==> src/rtl/pwm_gen_pkg.sv <==
// register map, field positions and reset values of the pwm generator
package pwm_gen_pkg;
    // ==========================================================
    // register byte offsets
    localparam logic [7:0] OFF_CONFIG = 8'h00;
    localparam logic [7:0] OFF_ENABLE = 8'h04;
    localparam logic [7:0] OFF_DBAND  = 8'h08;
    localparam logic [7:0] OFF_RISE   = 8'h0c;
    localparam logic [7:0] OFF_FALL   = 8'h10;
    localparam logic [7:0] OFF_LOAD   = 8'h14;
    localparam logic [7:0] OFF_CMPA   = 8'h18;
    localparam logic [7:0] OFF_CMPB   = 8'h1c;
    localparam logic [7:0] OFF_SYNC   = 8'h20;
    localparam logic [7:0] OFF_RIS    = 8'h24;
    localparam logic [7:0] OFF_INTEN  = 8'h28;
    localparam logic [7:0] OFF_MIS    = 8'h2c;
    localparam logic [7:0] OFF_COUNT  = 8'h30;
    localparam logic [7:0] OFF_FAULT  = 8'h34;
    // ==========================================================
    // config word fields
    localparam int CFG_UPDOWN_BIT  = 0;
    localparam int CFG_SYNC_BIT    = 1;
    localparam int CFG_DBGSTOP_BIT = 2;
    // event flag positions, trigger enables sit TRIG_LSB higher
    localparam int EVT_ZERO   = 0;
    localparam int EVT_LOAD   = 1;
    localparam int EVT_A_UP   = 2;
    localparam int EVT_A_DOWN = 3;
    localparam int EVT_B_UP   = 4;
    localparam int EVT_B_DOWN = 5;
    localparam int TRIG_LSB   = 8;
    // ==========================================================
    // reset values
    localparam logic [2:0]  RST_CONFIG = 3'h0;
    localparam logic [15:0] RST_VALUE  = 16'h0000;
    localparam logic [13:0] RST_INTEN  = 14'h0000;
    localparam logic [5:0]  RST_FLAGS  = 6'h00;
    // counting direction
    typedef enum logic {DIR_DOWN, DIR_UP} dir_t;
endpackage

==> src/rtl/pwm_generator_deadband_core.sv <==
// one pwm generator: counter, comparators, dead band, event flags
// ==============================================================
// Behaviour
// - dead band delays first output's rise and the source's fall (second output's rise) by programmed ticks
// - dead band enabled makes second output derived from the first
// - dead band disabled makes both outputs independent again
// - writing the config word leaves the generator disabled
// - down mode counts load value to zero then reloads; left aligned
// - up/down mode counts zero to load and back; centre aligned
// - counter is 16 bits, counting down or up/down
// - period is ticks between successive zero events
// - sync mode holds new values until a sync event
// - immediate mode transfers new values without a sync event
// - new period and widths take effect only at counter zero
// - stop-on-halt counts to zero and holds there while halted
// - run-on-halt ignores a debugger halt
// - disabled generator counter does not advance
// - enabled generator counter advances each clock except with a zero load value or while stop-on-halt parks it at zero
// - six event flags, writing one clears a flag
// - writing one to the fault flag clears it
// - status readable raw and masked
// - enable set masks or unmasks each of the six event interrupts and triggers
//
// Chosen here: the strobed register port and the placing of the registers.
`timescale 1ns/10ps
module pwm_generator_deadband_core (
    input  wire logic        core_clk_i,
    input  wire logic        resetn_i,
    input  wire logic [7:0]  addr_i,
    input  wire logic [31:0] wr_data_i,
    input  wire logic        wr_en_i,
    input  wire logic        rd_en_i,
    output logic      [31:0] rd_data_o,
    input  wire logic        dbg_halt_i,
    input  wire logic        sync_i,
    input  wire logic        fault_i,
    output logic             gen_output_first_o,
    output logic             gen_output_second_o,
    output logic             irq_o,
    output logic             trig_o,
    output logic             fault_zero_irq_o
);
    // ==========================================================
    // pin synchronisers, [0] halt, [1] sync, [2] fault
    logic [2:0] pin_meta_reg;
    logic [2:0] pin_sync_reg;
    logic       sync_prev_reg;

    always_ff @(posedge core_clk_i) begin
        if (!resetn_i) begin
            pin_meta_reg  <= 3'h0;
            pin_sync_reg  <= 3'h0;
            sync_prev_reg <= 1'b0;
        end else begin
            pin_meta_reg  <= {fault_i, sync_i, dbg_halt_i};
            pin_sync_reg  <= pin_meta_reg;
            sync_prev_reg <= pin_sync_reg[1];
        end
    end

    // ==========================================================
    // register bus decode
    function automatic logic hit(input logic [7:0] off);
        hit = (addr_i == off);
    endfunction

    wire wr_cfg   = wr_en_i && hit(pwm_gen_pkg::OFF_CONFIG);
    wire wr_en    = wr_en_i && hit(pwm_gen_pkg::OFF_ENABLE);
    wire wr_dband = wr_en_i && hit(pwm_gen_pkg::OFF_DBAND);
    wire wr_rise  = wr_en_i && hit(pwm_gen_pkg::OFF_RISE);
    wire wr_fall  = wr_en_i && hit(pwm_gen_pkg::OFF_FALL);
    wire wr_load  = wr_en_i && hit(pwm_gen_pkg::OFF_LOAD);
    wire wr_cmpa  = wr_en_i && hit(pwm_gen_pkg::OFF_CMPA);
    wire wr_cmpb  = wr_en_i && hit(pwm_gen_pkg::OFF_CMPB);
    wire wr_sync  = wr_en_i && hit(pwm_gen_pkg::OFF_SYNC);
    wire wr_flags = wr_en_i && (hit(pwm_gen_pkg::OFF_RIS) ||
                                hit(pwm_gen_pkg::OFF_MIS));
    wire wr_inten = wr_en_i && hit(pwm_gen_pkg::OFF_INTEN);
    wire wr_fault = wr_en_i && hit(pwm_gen_pkg::OFF_FAULT);

    // ==========================================================
    // state
    logic [2:0]        cfg_reg;
    logic              en_reg;
    logic              db_en_reg;
    logic [15:0]       rise_reg;
    logic [15:0]       fall_reg;
    logic [15:0]       load_sh_reg, cmpa_sh_reg, cmpb_sh_reg;
    logic [15:0]       load_reg, cmpa_reg, cmpb_reg;
    logic              armed_reg;
    logic [13:0]       inten_reg;
    logic [5:0]        ris_reg;
    logic              fault_reg;
    logic [15:0]       cnt_reg;
    logic [15:0]       cnt_next;
    pwm_gen_pkg::dir_t dir_reg;
    pwm_gen_pkg::dir_t dir_next;
    logic              moved_reg;
    logic              a_raw_reg;
    logic              b_raw_reg;
    logic [31:0]       rd_mux;

    wire updown    = cfg_reg[pwm_gen_pkg::CFG_UPDOWN_BIT];
    wire sync_mode = cfg_reg[pwm_gen_pkg::CFG_SYNC_BIT];
    wire stop_mode = cfg_reg[pwm_gen_pkg::CFG_DBGSTOP_BIT];
    wire halt_s    = pin_sync_reg[0];
    wire fault_s   = pin_sync_reg[2];
    wire at_zero   = (cnt_reg == 16'h0000);

    // sync event from software or a rising edge on the shared pin
    wire sync_evt = (wr_sync && wr_data_i[0]) ||
                    (pin_sync_reg[1] && !sync_prev_reg);

    // shadows move to active set only at zero, gated by sync mode
    wire apply = at_zero && (!sync_mode || armed_reg);
    wire [15:0] load_new = apply ? load_sh_reg : load_reg;

    // halt parks the counter only once it has reached zero
    wire run = en_reg &&
               !(stop_mode && halt_s && at_zero);

    // ==========================================================
    // counter next state, 16 bit down or up/down
    always_comb begin
        cnt_next = cnt_reg;
        dir_next = dir_reg;
        if (run) begin
            if (!updown) begin
                // zero then reload: period load+1 ticks
                dir_next = pwm_gen_pkg::DIR_DOWN;
                cnt_next = at_zero ? load_new : cnt_reg - 16'h0001;
            end else if (at_zero) begin
                // turn upward at zero
                dir_next = (load_new != 16'h0000) ?
                           pwm_gen_pkg::DIR_UP : pwm_gen_pkg::DIR_DOWN;
                cnt_next = (load_new != 16'h0000) ? 16'h0001 : 16'h0000;
            end else if (dir_reg == pwm_gen_pkg::DIR_UP &&
                         cnt_reg >= load_reg) begin
                // top reached: turn down
                dir_next = pwm_gen_pkg::DIR_DOWN;
                cnt_next = cnt_reg - 16'h0001;
            end else begin
                cnt_next = (dir_reg == pwm_gen_pkg::DIR_UP) ?
                           cnt_reg + 16'h0001 : cnt_reg - 16'h0001;
            end
        end
    end

    // ==========================================================
    // events, only on cycles the counter has just moved to
    wire up_dir = (dir_reg == pwm_gen_pkg::DIR_UP);
    wire [5:0] evts = moved_reg ? {
        !up_dir && cnt_reg == cmpb_reg,
        up_dir  && cnt_reg == cmpb_reg,
        !up_dir && cnt_reg == cmpa_reg,
        up_dir  && cnt_reg == cmpa_reg,
        cnt_reg == load_reg,
        at_zero} : 6'h00;
    wire [5:0] flag_clr = wr_flags ? wr_data_i[5:0] : 6'h00;
    wire [5:0] masked   = ris_reg & inten_reg[5:0];

    // ==========================================================
    // configuration and enable
    always_ff @(posedge core_clk_i) begin
        if (!resetn_i) begin
            cfg_reg <= pwm_gen_pkg::RST_CONFIG;
            en_reg  <= 1'b0;
        end else begin
            if (wr_cfg)
                cfg_reg <= wr_data_i[2:0];
            // config write always parks the generator
            if (wr_cfg)
                en_reg <= 1'b0;
            else if (wr_en)
                en_reg <= wr_data_i[0];
        end
    end

    // dead band settings and shadow parameters
    always_ff @(posedge core_clk_i) begin
        if (!resetn_i) begin
            db_en_reg   <= 1'b0;
            rise_reg    <= pwm_gen_pkg::RST_VALUE;
            fall_reg    <= pwm_gen_pkg::RST_VALUE;
            load_sh_reg <= pwm_gen_pkg::RST_VALUE;
            cmpa_sh_reg <= pwm_gen_pkg::RST_VALUE;
            cmpb_sh_reg <= pwm_gen_pkg::RST_VALUE;
        end else begin
            if (wr_dband) db_en_reg   <= wr_data_i[0];
            if (wr_rise)  rise_reg    <= wr_data_i[15:0];
            if (wr_fall)  fall_reg    <= wr_data_i[15:0];
            if (wr_load)  load_sh_reg <= wr_data_i[15:0];
            if (wr_cmpa)  cmpa_sh_reg <= wr_data_i[15:0];
            if (wr_cmpb)  cmpb_sh_reg <= wr_data_i[15:0];
        end
    end

    // active parameters and sync arming; a new sync wins over use
    always_ff @(posedge core_clk_i) begin
        if (!resetn_i) begin
            load_reg  <= pwm_gen_pkg::RST_VALUE;
            cmpa_reg  <= pwm_gen_pkg::RST_VALUE;
            cmpb_reg  <= pwm_gen_pkg::RST_VALUE;
            armed_reg <= 1'b0;
        end else begin
            if (apply) begin
                load_reg <= load_sh_reg;
                cmpa_reg <= cmpa_sh_reg;
                cmpb_reg <= cmpb_sh_reg;
            end
            armed_reg <= sync_evt ||
                         (armed_reg && !(apply && sync_mode));
        end
    end

    // counter and comparator outputs
    always_ff @(posedge core_clk_i) begin
        if (!resetn_i) begin
            cnt_reg   <= pwm_gen_pkg::RST_VALUE;
            dir_reg   <= pwm_gen_pkg::DIR_DOWN;
            moved_reg <= 1'b0;
            a_raw_reg <= 1'b0;
            b_raw_reg <= 1'b0;
        end else begin
            cnt_reg   <= cnt_next;
            dir_reg   <= dir_next;
            moved_reg <= run;
            a_raw_reg <= en_reg && cnt_reg >= cmpa_reg;
            b_raw_reg <= en_reg && cnt_reg >= cmpb_reg;
        end
    end

    // flags: a new event beats a clear in the same cycle
    always_ff @(posedge core_clk_i) begin
        if (!resetn_i) begin
            ris_reg   <= pwm_gen_pkg::RST_FLAGS;
            inten_reg <= pwm_gen_pkg::RST_INTEN;
            fault_reg <= 1'b0;
            trig_o    <= 1'b0;
        end else begin
            ris_reg   <= evts | (ris_reg & ~flag_clr);
            if (wr_inten)
                inten_reg <= wr_data_i[13:0];
            fault_reg <= fault_s ||
                         (fault_reg && !(wr_fault && wr_data_i[0]));
            trig_o    <= |(evts &
                inten_reg[pwm_gen_pkg::TRIG_LSB +: 6]);
        end
    end

    assign irq_o            = |masked;
    assign fault_zero_irq_o = fault_reg;

    // ==========================================================
    // read path, unmapped offsets read zero
    assign rd_mux =
        hit(pwm_gen_pkg::OFF_CONFIG) ? {29'h0, cfg_reg} :
        hit(pwm_gen_pkg::OFF_ENABLE) ? {31'h0, en_reg} :
        hit(pwm_gen_pkg::OFF_DBAND)  ? {31'h0, db_en_reg} :
        hit(pwm_gen_pkg::OFF_RISE)   ? {16'h0, rise_reg} :
        hit(pwm_gen_pkg::OFF_FALL)   ? {16'h0, fall_reg} :
        hit(pwm_gen_pkg::OFF_LOAD)   ? {16'h0, load_sh_reg} :
        hit(pwm_gen_pkg::OFF_CMPA)   ? {16'h0, cmpa_sh_reg} :
        hit(pwm_gen_pkg::OFF_CMPB)   ? {16'h0, cmpb_sh_reg} :
        hit(pwm_gen_pkg::OFF_SYNC)   ? {31'h0, armed_reg} :
        hit(pwm_gen_pkg::OFF_RIS)    ? {26'h0, ris_reg} :
        hit(pwm_gen_pkg::OFF_INTEN)  ? {18'h0, inten_reg} :
        hit(pwm_gen_pkg::OFF_MIS)    ? {26'h0, masked} :
        hit(pwm_gen_pkg::OFF_COUNT)  ? {16'h0, cnt_reg} :
        hit(pwm_gen_pkg::OFF_FAULT)  ? {31'h0, fault_reg} : 32'h0;

    // data valid only in the cycle after the read strobe
    always_ff @(posedge core_clk_i) begin
        if (!resetn_i)
            rd_data_o <= 32'h0;
        else
            rd_data_o <= rd_en_i ? rd_mux : 32'h0;
    end

    // ==========================================================
    // dead band pairing
    pwm_deadband u_dband (
        .core_clk_i          (core_clk_i),
        .resetn_i            (resetn_i),
        .db_en_i             (db_en_reg),
        .src_first_i         (a_raw_reg),
        .src_second_i        (b_raw_reg),
        .rise_edge_delay_i   (rise_reg),
        .fall_edge_delay_i   (fall_reg),
        .gen_output_first_o  (gen_output_first_o),
        .gen_output_second_o (gen_output_second_o)
    );
endmodule

==> src/rtl/pwm_deadband.sv <==
// dead-band stage pairing the two generator outputs
`timescale 1ns/10ps
module pwm_deadband (
    input  wire logic        core_clk_i,
    input  wire logic        resetn_i,
    input  wire logic        db_en_i,
    input  wire logic        src_first_i,
    input  wire logic        src_second_i,
    input  wire logic [15:0] rise_edge_delay_i,
    input  wire logic [15:0] fall_edge_delay_i,
    output logic             gen_output_first_o,
    output logic             gen_output_second_o
);
    // ==========================================================
    // edge age counters
    logic [15:0] hi_cnt_reg;
    logic [15:0] lo_cnt_reg;
    logic [15:0] hi_cnt_next;
    logic [15:0] lo_cnt_next;
    logic        first_next;
    logic        second_next;

    // saturate so a long steady level never wraps into a false edge
    assign hi_cnt_next = !src_first_i ? 16'h0000 :
        (hi_cnt_reg == 16'hffff) ? hi_cnt_reg : hi_cnt_reg + 16'h0001;
    assign lo_cnt_next = src_first_i ? 16'h0000 :
        (lo_cnt_reg == 16'hffff) ? lo_cnt_reg : lo_cnt_reg + 16'h0001;

    // first: delayed rise; second: inverted source, delayed rise
    assign first_next = db_en_i ?
        (src_first_i && hi_cnt_reg >= rise_edge_delay_i)
        : src_first_i;
    assign second_next = db_en_i ?
        (!src_first_i && lo_cnt_reg >= fall_edge_delay_i)
        : src_second_i;

    // output flops
    always_ff @(posedge core_clk_i) begin
        if (!resetn_i) begin
            hi_cnt_reg          <= 16'h0000;
            lo_cnt_reg          <= 16'h0000;
            gen_output_first_o  <= 1'b0;
            gen_output_second_o <= 1'b0;
        end else begin
            hi_cnt_reg          <= hi_cnt_next;
            lo_cnt_reg          <= lo_cnt_next;
            gen_output_first_o  <= first_next;
            gen_output_second_o <= second_next;
        end
    end
endmodule

==> config.mk <==
export PLATFORM = sky130hd
export DESIGN_NAME = pwm_generator_deadband_core
export DESIGN_NICKNAME = d
export VERILOG_FILES = /design/src/rtl/pwm_gen_pkg.sv /design/src/rtl/pwm_generator_deadband_core.sv /design/src/rtl/pwm_deadband.sv
export SDC_FILE = /design/constraint.sdc
export NUM_CORES = 1
export LEC_CHECK = 0
export BUFFER_PORTS_ARGS = -buffer_cell sky130_fd_sc_hd__buf_4
export CORE_MARGIN = 2
export CORE_UTILIZATION = 58
export CTS_CLUSTER_DIAMETER = 120
export DETAILED_ROUTE_END_ITERATION = 12
export PLACE_DENSITY = 0.77
export SETUP_SLACK_MARGIN = 0.4
export SKIP_CTS_REPAIR_TIMING = 1
export SYNTH_ARGS = -nofsm -noshare
export SYNTH_HDL_FRONTEND = slang
export SYNTH_SLANG_ARGS = --single-unit
export TNS_END_PERCENT = 1
==> constraint.sdc <==
create_clock -name core_clk_i -period 4.9 [get_ports core_clk_i]
set_input_delay 1.225 -clock core_clk_i [delete_from_list [all_inputs] [get_ports core_clk_i]]
set_output_delay 1.225 -clock core_clk_i [all_outputs]
set_load 0.005 [all_outputs]
==> results.toml <==
[power]
p_leak_nw = 5.25
peakVddDrop_mv = 0.243
power_density_nw_per_um2 = 291

[setup_path]
cp.required_ns = 5.31
crit_fanout = 13
critPathSlowestCell = "or4_4"
cpMostUsedCell = "nand2_1"
critical_path_class = "reg -> reg"
critical_path.cell_chain = "or4_4 -> nor3_4 -> nand3_1 -> and3_1 -> nand2_1 -> nor3_1 -> a2111oi_2 -> nand2_1"
slowest_delay_ns = 0.64
startpoint_type = "flop"
critical_path_arrival_ns = 3.92
crit_path_end_kind = "flop"

[floorplanning]
fp-row-count = 54
coreArea_um2 = 21800
dieArea_um2 = 23300
start_util = 0.588
ios = 84
die_y_um = 153
dieWidth_um = 153

[sta]
min_period_ns = 3.51
finalSetupTns_ns = 0
slew_viol_final = 0
period_share = 0.716
rsz0062_at_grt = "no"
fmaxAchievable_mhz = 285
fin_skew_ns = 0.0151
hold_violations = 0
worst_pin_slew_ns = 1.26
setup_violations = 0
slew_headroom = 0.160

[run]
max_cap_violations = 0

[clock_network]
root_buffer = "clkbuf_16"
cts_tree = "built"
clock-sinks = 233
htree_num_levels = 1
numCtsBuffers = 26
cts_max_path_buffers = 3
clk-insertion-delay-late_ns = 0.54
clk_pin_slew_ns = 0.06

[global_routing]
grt_first_pass_wirelength_um = 58000
antenna_found_initial = 0
grt_max_degree = 51
grt_use_total = 0.307
grt_overflow = 0
grt_pass1_vias = 10800

[yosys]
syn_avg_cell_area_um2 = 7.94
synth_cells = 1612
synth_top_area_frac = 0.364
synth_flop_cell = "dfxtp_1"
seq_area_frac_synth = 0.364
syn_area_um2 = 12800
synth.most_common_cell = "nand2_1"
ys_types = 69
ys_ff_latch = 233
async_flop_share = 0
yosys.area.top_type = "dfxtp_1"
ys_top_cells_by_count = "nand2_1 (326), dfxtp_1 (233), a21boi_0 (131)"
ys_warn_count = 0
synth_edf_count = 0
synth_area_leaders = "dfxtp_1 (36%), nand2_1 (9.6%), ha_1 (8.3%)"

[detailed_routing]
ant_nets = 0
totalWireLength_um = 36700
drc = 0
vias_per_cell = 6.10
drt_pass1_iterations = 5
vias = 11700
detail_route.wl_per_cell_um = 19.2
drtIter0Drc = 1176

[final_layout]
num_antenna_cells = 0
final_core_util = 0.650
synthToLayoutAreaGrowth_pct = 10.5
num-nets-final = 1751
drive_above_1_share = 0.0764

[placed_design]
port-buffer-count = 51
finalWeightedCongestion = 0.971
hpwl_um = 26000

[min_path]
hold_path.class = "reg -> reg"

[run_status]
status = "finished, final reports clean"
[cell usage in the layout (no fill, tap or decap), drive strengths merged, types with 14 or more instances in the layout]
master,Yosys,layout
nor3,26,26
and2,20,20
o21ai,59,59
nand2,327,327
nand4,27,27
nand3,68,68
inv,94,95
buf,32,70
nor2,74,74
and3,26,26
a211oi,15,15
a22oi,42,42
conb,1,16
a21oi,67,67
nor4,15,15
a21o,14,14
a21boi,132,132
clkbuf,74,38
mux2i,31,31
dfxtp,233,233
nor2b,29,29
ha,85,85
xor2,14,14
[worst max-delay path, delay by kind of cell, from the launching register on]
family	cells	cell delay, ns
AOI/OAI and AO/OA	1	0.35
DFF	1	0.49
and+or+nand+nor	7	2.54
[final cells by class]
cell class                      instances  area (um^2)
Clock buffer                           38          787
Clock inverter                          8          125
Sequential cell                       233         4660
Inverter                               94          353
Fill cell                            1874         7610
Multi-Input combinational cell       1194         7340
Tap cell                              280          350
Timing Repair Buffer                   70          526
[worst paths after layout]
path,from,to,slack [ns],depth (start not counted)
worst max-delay path,cnt_reg[9]$_SDFFE_PN0P_,cnt_reg[9]$_SDFFE_PN0P_,1.39,8
worst min-delay path,pin_meta_reg[0]$_SDFF_PN0_,pin_sync_reg[0]$_SDFF_PN0_,0.43,1
worst max register to register,cnt_reg[9]$_SDFFE_PN0P_,cnt_reg[9]$_SDFFE_PN0P_,1.39,8
worst min register to register,pin_meta_reg[0]$_SDFF_PN0_,pin_sync_reg[0]$_SDFF_PN0_,0.43,1
[power by group]
part / total (mW) / internal, mW / switching (mW)
Clock: 2.07 / 1.27 / 0.803
Sequential: 1.91 / 1.90 / 0.00560
Combinational: 0.139 / 0.0533 / 0.0861
[logic make-up (layout without fill, tap and decap cells)]
logic type / count (synthesis) / in the layout / synth area share
simple gates: 649 / 649 / 0.236
compound gates: 386 / 386 / 0.206
flops: 233 / 233 / 0.364
buf+inv: 200 / 210 / 0.0665
fa+ha+maj: 85 / 85 / 0.0831
mux: 33 / 33 / 0.0260
xor+xnor: 25 / 25 / 0.0171
other cells: 1 / 16 / 0.000293
[metrics by stage]
step / instances / area (um^2) / hold slack [ns] / setup slack, ns / total power [mW]
2_1_floorplan: 1627 / 12900 / 0.412 / 1.90 / 2.03
5_1_grt: 1917 / 14100 / 0.441 / 1.16 / 4.21
6_report: 1917 / 14100 / 0.433 / 1.39 / 4.12
4_1_cts: 1917 / 14100 / 0.438 / 1.49 / 4.12
3_5_place_dp: 1871 / 13200 / 0.422 / 1.38 / 2.08
3_3_place_gp: 1871 / 13200 / 0.416 / 1.47 / 2.08
[routing by layer]
metal	track usage	part of all wire	vias up
met4	0.112	0.037	0
met5	0	0	-
met1	0.440	0.44	5498
met2	0.475	0.44	521
li1	-	-	5593
met3	0.0412	0.076	91
No activity file was read; power rests on OpenSTA's default activity.
